**src/common/csh_pkg.sv**
```systemverilog
// ----------------------------------------------------------------
// Overview of operation
// ----------------------------------------------------------------
// Overview of operation
// [RULE1] host sends reference temperature as single float between -30 and 80 C
// [RULE2] reference command stores value as external junction reference, no reply
// [RULE3] open-circuit check takes one bit: zero off, one on
// [RULE4] checking on: each thermocouple reading gets a confirming second reading
// [RULE5] open circuit on confirming reading replaces result with error code
// [RULE6] gauge factor stored per strain channel, channels one to ten only
// [RULE7] strain channel lacking initialization or factor returns not-initialized error
// [RULE8] offset command loads offset and initial voltage floats per channel
// [RULE9] initialization measures offset and initial voltage, stores and sends both
// [RULE10] init reply on stream one, eight bytes: offset first, initial second
// [RULE11] sample-rate command covers channels 1..20; universal variant only 19, 20
// [RULE12] rate code: 0 default, 1 20Hz, 2 1kHz, 3 10kHz, 4 100kHz
// [RULE13] power-up defaults per mode: status 20Hz, count 1Hz, capture 1kHz, timing 100kHz
// [RULE14] at 20Hz and 1kHz a level change needs four agreeing samples
// [RULE15] at debounced rates captured timestamp lags edge by four sample periods
// [RULE16] at 10kHz and 100kHz a single differing sample changes the level
package csh_pkg;
  localparam int CLK_HZ = 250_000_000;
  localparam int N_STRAIN = 10;
  localparam int N_DIG = 20;
  localparam int UNIV_FIRST_CH = 19;
  localparam int DEBOUNCE_N = 4;
  localparam int DEBOUNCE_LAG = 4;
  // rate frequencies in Hz and derived tick periods in cycles
  localparam int HZ_1 = 1;
  localparam int HZ_20 = 20;
  localparam int HZ_1K = 1_000;
  localparam int HZ_10K = 10_000;
  localparam int HZ_100K = 100_000;
  localparam int DIV_1 = CLK_HZ / HZ_1;
  localparam int DIV_20 = CLK_HZ / HZ_20;
  localparam int DIV_1K = CLK_HZ / HZ_1K;
  localparam int DIV_10K = CLK_HZ / HZ_10K;
  localparam int DIV_100K = CLK_HZ / HZ_100K;
  localparam logic [31:0] REF_TEMP_RESET = 32'h0000_0000;
  localparam logic [15:0] ERR_OPEN_CIRCUIT = 16'hFF80;
  localparam logic [15:0] ERR_NOT_INIT = 16'hFF81;
  localparam int REPLY_BYTES = 8;
  localparam logic [1:0] REPLY_STREAM = 2'h1;

  typedef enum logic [2:0] {
    CSH_RATE_DEF, CSH_RATE_20, CSH_RATE_1K, CSH_RATE_10K, CSH_RATE_100K, CSH_RATE_1
  } csh_rate_t;
  typedef enum logic [2:0] {
    CSH_MODE_STATUS, CSH_MODE_COUNT, CSH_MODE_CAPTURE,
    CSH_MODE_FREQ, CSH_MODE_PERIOD, CSH_MODE_ONESHOT
  } csh_mode_t;
  typedef enum logic [2:0] {
    CSH_CMD_REF_TEMP, CSH_CMD_OC_CHECK, CSH_CMD_GAUGE, CSH_CMD_OFFSET,
    CSH_CMD_INIT, CSH_CMD_RATE
  } csh_op_t;
  typedef struct packed {
    csh_op_t op;
    logic [4:0] chan;
    logic [31:0] arg0;
    logic [31:0] arg1;
  } csh_cmd_t;
  typedef struct packed {
    logic [31:0] offset_v;
    logic [31:0] initial_v;
  } csh_strain_t;
endpackage

```
**src/rtl/csh_strain_mem.sv**
```systemverilog
`timescale 1ns/1ps
// per-channel strain parameters; read data registered
module csh_strain_mem (
  // clock
  input wire logic clk,
  // write port
  input wire logic wr_fact,
  input wire logic wr_zero,
  input wire logic [3:0] wr_idx,
  input wire logic [31:0] wr_factor,
  input wire csh_pkg::csh_strain_t wr_zero_data,
  // read port
  input wire logic [3:0] rd_idx,
  output csh_pkg::csh_strain_t rd_zero,
  output logic [31:0] rd_factor
);
  import csh_pkg::*;
  csh_strain_t zero_mem [N_STRAIN];
  logic [31:0] fact_mem [N_STRAIN];

  always_ff @(posedge clk) begin
    if (wr_zero) zero_mem[wr_idx] <= wr_zero_data;
    if (wr_fact) fact_mem[wr_idx] <= wr_factor;
    rd_zero <= zero_mem[rd_idx];
    rd_factor <= fact_mem[rd_idx];
  end
endmodule

```
**src/rtl/csh_debounce.sv**
```systemverilog
`timescale 1ns/1ps
// one digital channel: sample on tick, optional four-sample agreement
module csh_debounce (
  // clock and reset
  input wire logic clk,
  input wire logic reset,
  // sampling
  input wire logic tick,
  input wire logic filter_on,
  input wire logic din_sync,
  // result
  output logic level,
  output logic change
);
  import csh_pkg::*;
  logic [2:0] agree;
  wire differ = tick && (din_sync != level);
  // filter wants the current sample to be the fourth agreeing one
  wire accept = differ && (!filter_on || agree == 3'(DEBOUNCE_N - 1)); // RULE14 RULE16

  always_ff @(posedge clk) begin
    if (reset) begin
      level <= 1'b0;
      agree <= 3'h0;
      change <= 1'b0;
    end else begin
      change <= accept;
      if (accept) begin
        level <= din_sync;
        agree <= 3'h0;
      end else if (differ) begin
        agree <= agree + 3'h1;
      end else if (tick) begin
        agree <= 3'h0;
      end
    end
  end

  a_filter_agree: assert property (@(posedge clk) disable iff (reset) // RULE14
    filter_on && accept |-> agree == 3'h3) else $error("level accepted early");
  a_fast_single: assert property (@(posedge clk) disable iff (reset) // RULE16
    !filter_on && differ |=> change) else $error("fast change missed");
endmodule

```
**src/rtl/csh_cmd_handler.sv**
```systemverilog
`timescale 1ns/1ps
module csh_cmd_handler (
  // clock and reset
  input wire logic clk,
  input wire logic reset,
  // configuration
  input wire logic universal_variant,
  input wire csh_pkg::csh_mode_t [19:0] chan_mode,
  // command port
  input wire logic cmd_valid,
  input wire csh_pkg::csh_cmd_t cmd,
  output logic cmd_ready,
  output logic cmd_reject,
  // thermocouple measurement
  output logic [31:0] ref_temp,
  output logic ref_external,
  output logic oc_check_on,
  input wire logic tc_done,
  input wire logic [15:0] tc_value,
  input wire logic tc_open,
  output logic tc_confirm_req,
  output logic tc_result_valid,
  output logic [15:0] tc_result,
  // strain measurement
  input wire logic strain_req,
  input wire logic [3:0] strain_idx,
  output logic strain_go,
  output logic strain_err,
  output logic [15:0] strain_err_code,
  output logic [31:0] strain_factor,
  output csh_pkg::csh_strain_t strain_zero,
  output logic gauge_meas_req,
  input wire logic gauge_meas_done,
  input wire csh_pkg::csh_strain_t gauge_meas,
  // init reply stream
  output logic reply_valid,
  output logic [1:0] reply_stream,
  output logic [7:0] reply_byte,
  input wire logic reply_ready,
  // digital channels
  input wire logic [19:0] dig_in,
  output logic [19:0] dig_level,
  output logic [19:0] dig_change,
  output logic [19:0] dig_stamp_late
);
  import csh_pkg::*;

  // ----------------------------------------------------------------
  // command decode
  // ----------------------------------------------------------------
  typedef enum logic [1:0] {CSH_IDLE, CSH_MEAS, CSH_SEND} csh_st_t;
  csh_st_t state;
  csh_cmd_t cmd_r;
  wire take = cmd_valid && cmd_ready;
  wire strain_ok = cmd.chan >= 5'h1 && cmd.chan <= 5'(N_STRAIN); // RULE6
  wire rate_ok = cmd.chan >= 5'h1 && cmd.chan <= 5'(N_DIG)
    && (!universal_variant || cmd.chan >= 5'(UNIV_FIRST_CH)); // RULE11
  wire rate_code_ok = cmd.arg0[31:3] == '0 && cmd.arg0[2:0] <= 3'h4; // RULE12
  wire is_strain_op = cmd.op inside {CSH_CMD_GAUGE, CSH_CMD_OFFSET, CSH_CMD_INIT};
  wire bad = (is_strain_op && !strain_ok)
    || (cmd.op == CSH_CMD_RATE && !(rate_ok && rate_code_ok))
    || (cmd.op == CSH_CMD_OC_CHECK && cmd.arg0[31:1] != '0); // RULE3
  wire good = take && !bad;
  wire [3:0] sidx = cmd.chan[3:0] - 4'h1;
  wire [4:0] didx = cmd.chan - 5'h1;
  assign cmd_ready = state == CSH_IDLE;

  always_ff @(posedge clk) begin
    if (reset) cmd_reject <= 1'b0;
    else cmd_reject <= take && bad;
  end

  a_univ_refuse: assert property (@(posedge clk) disable iff (reset) // RULE11
    take && cmd.op == CSH_CMD_RATE && universal_variant && cmd.chan < 5'(UNIV_FIRST_CH)
    |=> cmd_reject) else $error("rate accepted on fixed channel");

  // ----------------------------------------------------------------
  // reference junction and open-circuit check
  // ----------------------------------------------------------------
  always_ff @(posedge clk) begin
    if (reset) begin
      ref_temp <= REF_TEMP_RESET;
      ref_external <= 1'b0;
      oc_check_on <= 1'b0;
    end else if (good && cmd.op == CSH_CMD_REF_TEMP) begin
      ref_temp <= cmd.arg0; // RULE2
      ref_external <= 1'b1;
    end else if (good && cmd.op == CSH_CMD_OC_CHECK) begin
      oc_check_on <= cmd.arg0[0]; // RULE3
    end
  end

  // range of the value is the host's duty; stored as given
  a_ref_store: assert property (@(posedge clk) disable iff (reset) // RULE2
    good && cmd.op == CSH_CMD_REF_TEMP |=> ref_temp == $past(cmd.arg0) && ref_external)
    else $error("reference not stored");

  // first reading holds back until the confirming one returns
  logic tc_confirming;
  logic [15:0] tc_first;
  always_ff @(posedge clk) begin
    if (reset) begin
      tc_confirming <= 1'b0;
      tc_first <= 16'h0000;
      tc_confirm_req <= 1'b0;
      tc_result_valid <= 1'b0;
      tc_result <= 16'h0000;
    end else begin
      tc_confirm_req <= 1'b0;
      tc_result_valid <= 1'b0;
      if (tc_done && oc_check_on && !tc_confirming) begin
        tc_confirming <= 1'b1; // RULE4
        tc_first <= tc_value;
        tc_confirm_req <= 1'b1;
      end else if (tc_done) begin
        tc_confirming <= 1'b0;
        tc_result_valid <= 1'b1;
        tc_result <= !tc_confirming ? tc_value :
          (tc_open ? ERR_OPEN_CIRCUIT : tc_first); // RULE5
      end
    end
  end

  a_tc_confirm: assert property (@(posedge clk) disable iff (reset) // RULE4
    tc_done && oc_check_on && !tc_confirming |=> !tc_result_valid && tc_confirm_req)
    else $error("result released before confirmation");
  a_tc_open_err: assert property (@(posedge clk) disable iff (reset) // RULE5
    tc_done && tc_confirming && tc_open |=> tc_result == ERR_OPEN_CIRCUIT)
    else $error("open circuit not reported");

  // ----------------------------------------------------------------
  // strain gauge parameters
  // ----------------------------------------------------------------
  logic [N_STRAIN-1:0] have_zero;
  logic [N_STRAIN-1:0] have_factor;
  wire wr_fact = good && cmd.op == CSH_CMD_GAUGE; // RULE6
  wire wr_load = good && cmd.op == CSH_CMD_OFFSET; // RULE8
  wire wr_init = state == CSH_MEAS && gauge_meas_done; // RULE9
  csh_strain_t load_data;
  assign load_data = '{offset_v: cmd.arg0, initial_v: cmd.arg1};
  wire [3:0] wr_idx = wr_init ? cmd_r.chan[3:0] - 4'h1 : sidx;
  wire csh_strain_t wr_zero_data = wr_init ? gauge_meas : load_data;

  csh_strain_mem u_mem (
    .clk(clk),
    .wr_fact(wr_fact),
    .wr_zero(wr_load || wr_init),
    .wr_idx(wr_idx),
    .wr_factor(cmd.arg0),
    .wr_zero_data(wr_zero_data),
    .rd_idx(strain_idx),
    .rd_zero(strain_zero),
    .rd_factor(strain_factor)
  );

  always_ff @(posedge clk) begin
    if (reset) begin
      have_zero <= '0;
      have_factor <= '0;
    end else begin
      if (wr_load || wr_init) have_zero[wr_idx] <= 1'b1;
      if (wr_fact) have_factor[sidx] <= 1'b1;
    end
  end

  // answer lines up with the registered memory read
  wire ready_ch = strain_idx < 4'(N_STRAIN) && have_zero[strain_idx] && have_factor[strain_idx];
  always_ff @(posedge clk) begin
    if (reset) begin
      strain_go <= 1'b0;
      strain_err <= 1'b0;
      strain_err_code <= 16'h0000;
    end else begin
      strain_go <= strain_req && ready_ch; // RULE7
      strain_err <= strain_req && !ready_ch;
      strain_err_code <= (strain_req && !ready_ch) ? ERR_NOT_INIT : 16'h0000;
    end
  end

  a_strain_refuse: assert property (@(posedge clk) disable iff (reset) // RULE7
    strain_req && !(have_zero[strain_idx] && have_factor[strain_idx])
    |=> strain_err && !strain_go) else $error("uninitialised channel measured");

  // ----------------------------------------------------------------
  // initialization sequence and reply
  // ----------------------------------------------------------------
  csh_strain_t reply_data;
  logic [2:0] byte_cnt;
  always_ff @(posedge clk) begin
    if (reset) begin
      state <= CSH_IDLE;
      cmd_r <= '0;
      reply_data <= '0;
      byte_cnt <= 3'h0;
    end else begin
      case (state)
        CSH_IDLE: begin
          if (good && cmd.op == CSH_CMD_INIT) begin
            cmd_r <= cmd;
            state <= CSH_MEAS;
          end
        end
        CSH_MEAS: begin
          if (gauge_meas_done) begin
            reply_data <= gauge_meas;
            byte_cnt <= 3'h0;
            state <= CSH_SEND;
          end
        end
        CSH_SEND: begin
          if (reply_ready) begin
            byte_cnt <= byte_cnt + 3'h1;
            if (byte_cnt == 3'(REPLY_BYTES - 1)) state <= CSH_IDLE;
          end
        end
        default: state <= CSH_IDLE;
      endcase
    end
  end
  assign gauge_meas_req = state == CSH_MEAS;
  assign reply_valid = state == CSH_SEND;
  assign reply_stream = REPLY_STREAM; // RULE10
  // offset bytes first, most significant first
  wire [63:0] reply_word = {reply_data.offset_v, reply_data.initial_v};
  assign reply_byte = reply_word[8'(63 - 8 * byte_cnt) -: 8]; // RULE10

  a_reply_len: assert property (@(posedge clk) disable iff (reset) // RULE10
    reply_valid && reply_ready && byte_cnt == 3'h7 |=> !reply_valid)
    else $error("reply length wrong");

  // ----------------------------------------------------------------
  // digital sample rates
  // ----------------------------------------------------------------
  csh_rate_t [N_DIG-1:0] rate_sel;
  always_ff @(posedge clk) begin
    if (reset) begin
      // each element set by name keeps the enum type intact
      for (int i = 0; i < N_DIG; i++) begin
        rate_sel[i] <= CSH_RATE_DEF; // RULE13
      end
    end else if (good && cmd.op == CSH_CMD_RATE) begin
      rate_sel[didx] <= csh_rate_t'(cmd.arg0[2:0]); // RULE12
    end
  end

  // shared tick generators, one per rate
  localparam int NR = 5;
  localparam int DIVS [NR] = '{DIV_1, DIV_20, DIV_1K, DIV_10K, DIV_100K};
  logic [NR-1:0] tick;
  genvar r;
  generate
    for (r = 0; r < NR; r++) begin : g_tick
      logic [27:0] cnt;
      always_ff @(posedge clk) begin
        if (reset) cnt <= 28'h000_0000;
        else if (cnt == 28'(DIVS[r] - 1)) cnt <= 28'h000_0000;
        else cnt <= cnt + 28'h000_0001;
      end
      assign tick[r] = cnt == 28'(DIVS[r] - 1);
    end
  endgenerate

  genvar c;
  generate
    for (c = 0; c < N_DIG; c++) begin : g_dig
      logic s1, s2;
      csh_rate_t eff;
      always_ff @(posedge clk) begin
        if (reset) begin
          s1 <= 1'b0;
          s2 <= 1'b0;
        end else begin
          s1 <= dig_in[c];
          s2 <= s1;
        end
      end
      always_comb begin
        eff = rate_sel[c];
        if (rate_sel[c] == CSH_RATE_DEF) begin
          case (chan_mode[c]) // RULE13
            CSH_MODE_STATUS: eff = CSH_RATE_20;
            CSH_MODE_COUNT: eff = CSH_RATE_1;
            CSH_MODE_CAPTURE: eff = CSH_RATE_1K;
            default: eff = CSH_RATE_100K;
          endcase
        end
      end
      wire ch_tick = eff == CSH_RATE_1 ? tick[0] : eff == CSH_RATE_20 ? tick[1] :
        eff == CSH_RATE_1K ? tick[2] : eff == CSH_RATE_10K ? tick[3] : tick[4];
      wire slow = eff inside {CSH_RATE_20, CSH_RATE_1K}; // RULE14
      csh_debounce u_db (
        .clk(clk),
        .reset(reset),
        .tick(ch_tick),
        .filter_on(slow),
        .din_sync(s2),
        .level(dig_level[c]),
        .change(dig_change[c])
      );
      // flags stamps taken DEBOUNCE_LAG sample periods after the edge
      always_ff @(posedge clk) begin
        if (reset) dig_stamp_late[c] <= 1'b0;
        else dig_stamp_late[c] <= slow; // RULE15
      end
    end
  endgenerate
endmodule

```
**config.mk**
```make
export PLATFORM = sky130hd
export DESIGN_NAME = csh_cmd_handler
export DESIGN_NICKNAME = d
export VERILOG_FILES = /design/src/common/csh_pkg.sv /design/src/rtl/csh_strain_mem.sv /design/src/rtl/csh_debounce.sv /design/src/rtl/csh_cmd_handler.sv
export SDC_FILE = /design/constraint.sdc
export NUM_CORES = 2
export LEC_CHECK = 0
export BUFFER_PORTS_ARGS = -buffer_cell sky130_fd_sc_hd__buf_2
export CORE_UTILIZATION = 40
export CTS_BUF_LIST = sky130_fd_sc_hd__clkbuf_8 sky130_fd_sc_hd__clkbuf_16
export DETAILED_ROUTE_END_ITERATION = 6
export GPL_ROUTABILITY_DRIVEN = 0
export PLACE_DENSITY_LB_ADDON = 0.1
export SLEW_MARGIN = 10
export SYNTH_ARGS = -nofsm -noshare
export SYNTH_HDL_FRONTEND = slang
export SYNTH_SLANG_ARGS = --single-unit
```
**constraint.sdc**
```tcl
create_clock -name clk -period 8.5 [get_ports clk]
set_input_delay 1.7 -clock clk [delete_from_list [all_inputs] [get_ports clk]]
set_output_delay 1.7 -clock clk [all_outputs]
set_load 0.005 [all_outputs]
```
Word-level counts from Yosys, hierarchy flattened
Memories as Yosys holds them, arrays and structs flattened. A register that Yosys moved wholly into a read port is not among the register bits.
Cells that the tools add are included.
Widths: inputs -> output; s select.
{"block": "word_totals", "regBits": 541, "mem_bits_rw": 960, "inputBits": 245, "output_inout_bits": 240, "wordCells": 819, "mem_count": 2}
{"name": "u_mem.zero_mem", "depth": 10, "word_bits": 64, "rd": 1, "rd_clocked_by_memory_dff": 1, "write_ports": 1, "line": "csh_strain_mem.sv:18", "rtl": "csh_strain_t zero_mem [N_STRAIN];"}
{"name": "u_mem.fact_mem", "depth": 10, "word_bits": 32, "rd": 1, "rd_clocked_by_memory_dff": 1, "write_ports": 1, "line": "csh_strain_mem.sv:19", "rtl": "logic [31:0] fact_mem [N_STRAIN];"}
{"block": "op_classes", "n_addsub": 30, "order_cmp": 13, "n_eq_ne": 177, "shift": 1, "muxes": 192, "bitwise": 4, "n_reduce_logical": 236}
{"op": "$eq 3x2->1 const B", "count": 82}
{"op": "$mux 3", "count": 63}
{"op": "$pmux 3 s3", "count": 20}
{"op": "$add 28x1->28 const B", "count": 5}
{"op": "$eq 3x1->1 const B", "count": 41}
{"op": "$logic_not 3->1", "count": 41}
{"op": "$mux 1", "count": 92}
{"op": "$reduce_bool 2->1", "count": 42}
{"op": "$shiftx 71x9->8", "count": 1}
{"op": "$eq 3x3->1 const B", "count": 23}
{"op": "$logic_and 1x1->1", "count": 67}
{"op": "$mux 64", "count": 1}
{"op": "$add 3x1->3 const B", "count": 21}
{"op": "$bwmux 60", "count": 1}
{"op": "$reduce_or 2->1", "count": 26}
{"op": "$mux 16", "count": 3}
{"op": "$reduce_bool 31->1", "count": 1}
{"op": "$logic_not 29->1", "count": 1}
{"op": "$eq 28x12->1 const B", "count": 1}
{"op": "$eq 28x15->1 const B", "count": 1}
{"op": "$eq 28x18->1 const B", "count": 1}
{"op": "$eq 28x24->1 const B", "count": 1}
{"op": "$eq 28x28->1 const B", "count": 1}
{"op": "$logic_not 1->1", "count": 26}
{"op": "other kinds (31)", "count": 91}

Depth between registers and ports, before layout
{"block": "depth", "ltp_word": 14, "mapped_depth": 10}

By module
From an unflattened synthesis, not the netlist that was laid out.
{"block": "unflattened", "cells_unflattened": 5022, "hier_area_um2": 64787.1}
{"module": "csh_strain_mem", "instances": 1, "cells_per_inst": 2073, "area_each_um2": 39426.6, "seq_area_each_um2": 30749.5}
{"module": "csh_cmd_handler", "instances": 1, "cells_per_inst": 2429, "area_each_um2": 20030.5, "seq_area_each_um2": 8508.2}
{"module": "csh_debounce", "instances": 20, "cells_per_inst": 26, "area_each_um2": 266.5, "seq_area_each_um2": 100.1}

Worst setup path before layout
Ideal clock, no wire load.
{"block": "synth_timing", "path_kind": "in2reg", "start": "input port cmd_valid", "end": "memory u_mem.zero_mem[0][0] (netlist name) (enable)", "setup_time_ns": 0.487, "arrival_ns": 5.791, "t_required_ns": 8.013, "path_slack_ns": 2.222, "cell_stages": 6, "n_path_buf": 0, "cell_sequence": "or3b_2 > nor2_1 > nand2_1 > o31ai_1 > nand3_1 > nor2_1"}
{"block": "synth_between", "elab_chain_cells": 6}
{"element": "start: declaration", "line": "csh_cmd_handler.sv:10", "rtl": "input wire logic cmd_valid,"}
{"element": "$logic_and 1x1->1", "line": "csh_cmd_handler.sv:54", "rtl": "wire take = cmd_valid && cmd_ready;"}
{"element": "$logic_and 1x1->1", "line": "csh_cmd_handler.sv:63", "rtl": "wire good = take && !bad;"}
{"element": "$logic_and 1x1->1", "line": "csh_cmd_handler.sv:137", "rtl": "wire wr_load = good && cmd.op == CSH_CMD_OFFSET;"}
{"element": "$logic_or 1x1->1", "line": "csh_cmd_handler.sv:147", "rtl": ".wr_zero(wr_load || wr_init),"}
{"element": "$mux 1", "line": "csh_strain_mem.sv:22", "rtl": "if (wr_zero) zero_mem[wr_idx] <= wr_zero_data;"}
{"element": "$mux 1 (not written as such)", "line": "csh_strain_mem.sv:22"}
{"element": "end: declaration", "line": "csh_strain_mem.sv:18"}
No other way between the ends.

Final worst setup path
{"block": "layout_timing", "start": "input port cmd[64] (netlist name)", "end": "memory u_mem.zero_mem[3][20] (netlist name) (enable)"}
{"block": "layout_between", "elab_chain_cells": 14}
{"element": "start: declaration", "line": "csh_cmd_handler.sv:11", "rtl": "input wire csh_pkg::csh_cmd_t cmd,"}
{"element": "$ge 5x1->1 (tied with other cells)", "line": "csh_cmd_handler.sv:55, csh_cmd_handler.sv:56"}
{"element": "$logic_and 1x1->1 or $logic_or 1x1->1 (tied branches)", "line": "csh_cmd_handler.sv:56, csh_cmd_handler.sv:57"}
{"element": "$logic_and 1x1->1", "line": "csh_cmd_handler.sv:57", "rtl": "&& (!universal_variant || cmd.chan >= 5'(UNIV_FIRST_CH));"}
{"element": "$logic_and 1x1->1", "line": "csh_cmd_handler.sv:61", "rtl": "|| (cmd.op == CSH_CMD_RATE && !(rate_ok && rate_code_ok))"}
{"element": "$logic_not 1->1", "line": "csh_cmd_handler.sv:61"}
{"element": "$logic_and 1x1->1", "line": "csh_cmd_handler.sv:61"}
{"element": "$logic_or 1x1->1", "line": "csh_cmd_handler.sv:61"}
{"element": "$logic_or 1x1->1", "line": "csh_cmd_handler.sv:62", "rtl": "|| (cmd.op == CSH_CMD_OC_CHECK && cmd.arg0[31:1] != '0);"}
{"element": "$logic_not 1->1", "line": "csh_cmd_handler.sv:63"}
{"element": "$logic_and 1x1->1", "line": "csh_cmd_handler.sv:63"}
{"element": "$logic_and 1x1->1", "line": "csh_cmd_handler.sv:137"}
{"element": "$logic_or 1x1->1", "line": "csh_cmd_handler.sv:147"}
{"element": "$mux 1", "line": "csh_strain_mem.sv:22"}
{"element": "$mux 1 (not written as such)", "line": "csh_strain_mem.sv:22"}
Parallel ways exist; a longest one is shown, timed or not.

==> metrics.md <==
| Metric | Value |
|---|---|
| Run status | completed |
| Synth-to-Final Area Change | 15.6% |
| Detailed-route via count | 40404 |
| Largest net degree at the start of global routing | 175 |
| Hold Slack | 0.436 ns |
| Fin Setup TNS | 0 ns |
| RSZ-0062 raised after global routing | no |
| Number of global-route vias before repair | 39652 |
| Count of input and output buffers | 476 |
| Worst skew pair latency | 0.80 ns |
| Crit path buffers/inverters | 3 |
| Antenna violations before repair | 37 |
| Antenna violation net count after detailed routing | 0 |
| Number of detailed-routing iterations run before antenna repair | 6 |
| Number of violations reported at the end of detailed-routing iteration 0 | 2897 |
| Level count of the clock H-tree | 4 |
| Synth Flop Type | edfxtp_1 |
| Number of enable flip-flop cells after synthesis | 960 |
| Achievable Freq | 200 MHz |
| Wire length of the first global-routing pass | 257000 microns |
| Required time of the critical path | 8.92 ns |
| Worst path top cell family by delay | simple AND/OR/NAND/NOR gates |
| # setup viols final | 0 |
| Number of remaining DRC errors | 0 |
| Final Hold Fails | 0 |
| Critical path arrival | 5.42 ns |
| Flip-flop and latch area | 41300 sq um |
| Global-route usage over all layers | 0.212 |
| Cells along the critical path | buf_2 -> inv_1 -> ha_1 -> nor2b_1 -> o21ai_0 -> o211ai_1 -> o31ai_1 -> nand3_1 -> nor2_4 -> buf_4 |
| Overflow left after global routing | 0 |
| Async SR Flop Fraction | 0 |
| Critical Path Max Stage Delay | 0.92 ns |
| Worst IR Drop VDD | 0.202 mV |
| Ratio of final minimum period to clock period | 0.588 |
| Reg clk slew, reported paths | 0.06 ns |
| Post-Route WL | 176000 microns |
| Starting Density | 0.403 |
| Pwr/cell area | 221 nW/um^2 |
| Part of the Yosys area used for sequential elements | 0.638 |
| Root cell of the clock tree | clkbuf_16 |
| Cell with the largest stage delay on the worst path | nor2_4 |
| Worst hold path type | flip-flop to flip-flop |
| Mean Syn Cell Area | 13.2 sq um |
| Fraction of final layout cells with drive strength greater than 1 | 0.210 |
| Leak | 26.4 nW |
| Floorplan die height | 404 microns |
| Number of maximum-capacitance constraint violations | 0 |
| Post-CTS Setup Bufs | 0 |
| Total die area | 163000 sq um |
| Netlist area before placement | 64700 sq um |
| Critical path class | input port to flip-flop |
| Final HPWL DP | 113000 microns |
| Distinct cells, synth | 74 |
| Synthesized flop and latch total | 1581 |
| Maximum root-to-sink buffer count | 3 |
| Count of fill cells added during filler insertion | 14378 |
| Final setup slack of the worst path | 3.50 ns |
| Clock sink count | 1581 |
| Largest driver fanout on the critical path | 40 |
| Wirelength per Cell | 23.1 microns |
| YS warnings | 0 |
| Die W | 404 microns |
| Inserted Clock Buffers | 171 |
| Post-synthesis instance total | 4911 |
| Core Area | 161000 sq um |
| Number of hold-repair buffers added at the cts stage | 0 |
| Worst Max-Slew Pin Slew | 1.23 ns |
| Worst Skew | 0.0379 ns |
| Multi-input gate area in the final layout | 21900 sq um |
| Top-level I/O count | 485 |
| Worst slew margin relative to its limit | 0.170 |
| Resize count post-CTS | 0 |
| CTS tree | done |
| Net count of the finished layout | 5624 |
| Drt via density | 5.30 |
| Floorplan row count | 147 |
| Fin crit period | 5.00 ns |
| Startpoint type of the worst setup path | input port |
| Kind of end point of the critical path | flip-flop |
| Worst slack at placement | 2.64 ns |
| Final Max Slew Viols | 0 |
layout make-up:
cell class / count / share of cell area
flip-flops and latches: 1581 / 0.552
multi-input cells: 2953 / 0.293
clock buffers: 194 / 0.0618
repair buffers: 535 / 0.0390
well taps: 2160 / 0.0361
clock inverters: 122 / 0.0146
inverters: 82 / 0.00412
diodes: 3 / 0.000100
flip-flops by register name (all words and copies together) (netlist names), 32 cells and up:
signal / flops
u_mem.zero_mem: 640
u_mem.fact_mem: 320
g_tick.cnt: 140
reply_data: 64
u_mem.rd_zero: 64
g_dig.u_db.agree: 60
rate_sel: 60
ref_temp: 32
u_mem.rd_factor: 32
power by group:
part           switching (mW)  total, mW  internal, mW
clock                    3.10       7.43          4.33
combinational           0.531      0.832         0.301
sequential             0.0389       8.24          8.20
final timing paths:
kind           startpoint                    end  slack [ns]  cells after the start
max               cmd[64]  u_mem.zero_mem[3][20]        3.50                     10
min          g_dig[13].s1           g_dig[13].s2        0.44                      1
max reg2reg      state[0]  u_mem.zero_mem[3][20]        4.31                      7
min reg2reg  g_dig[13].s1           g_dig[13].s2        0.44                      1
logic make-up (layout without fill, tap and decap cells):
| family | after synthesis | after routing | share of synthesized area |
|---|---|---|---|
| mux | 497 | 497 | 0.118 |
| xor+xnor | 143 | 143 | 0.0194 |
| other cells | 2 | 11 | 0.000116 |
| buf+inv | 383 | 933 | 0.0276 |
| fa+ha+maj | 55 | 55 | 0.0106 |
| flops | 1581 | 1581 | 0.638 |
| simple gates | 1599 | 1599 | 0.126 |
| compound gates | 651 | 651 | 0.0608 |
through the flow:
| stage | instances | util | instance area, sq um | power [mW] |
|---|---|---|---|---|
| 2_1_floorplan | 4917 | - | 64700 | 8.87 |
| 3_3_place_gp | 7311 | 0.430 | 69100 | 9.24 |
| 3_5_place_dp | 7311 | 0.430 | 69100 | 9.25 |
| 4_1_cts | 7627 | 0.466 | 74800 | 16.7 |
| 5_1_grt | 7629 | 0.466 | 74800 | 17.0 |
| 6_report | 7630 | 0.466 | 74800 | 16.5 |
metal layers:
layer  GRT usage  wire length [microns]
met5           0                    210
met4      0.0646                   4770
met3      0.0454                  10300
met2       0.338                  82500
met1       0.288                  78300
layout by cell type, fill, tap and decap left out, types with 105 or more instances in the layout:
cell       Yosys  routed
dfxtp_1      621     621
buf_2         48     471
edfxtp_1     960     960
nor2_1       427     403
nand2_1      476     476
clkbuf_16      0     173
a21oi_1      325     325
mux2i_1      241     241
nor2b_1      161     161
inv_1         82     130
mux4_2       208     208
a211oi_1     105     105
synth_stat cells, drive strengths merged, types with 5 or more instances:
master	number	area, sq um
nor3	63	353
o32ai	14	130
nand2	476	1790
and3b	6	52.6
edfxtp	960	28800
xnor2	65	569
or3	12	75.1
nor3b	11	82.6
a21oi	325	1630
clkbuf	173	651
and3	54	338
o22ai	71	532
nor2b	161	1010
nand3b	6	45.0
and2	20	125
nand2b	87	544
ha	55	688
nor4	57	648
nor2	428	1610
mux2i	241	2410
or4b	15	150
a31oi	14	87.6
dfxtp	621	12400
inv	82	308
a211oi	105	788
o21ai	79	433
nand4	41	272
or4	5	45.0
xor2	78	683
mux2	48	541
or2	28	175
and4	17	149
mux4	208	4680
nand3	94	480
o211ai	20	150
nor4b	10	115
buf	128	827
No activity file was read; power rests on OpenSTA's default activity.
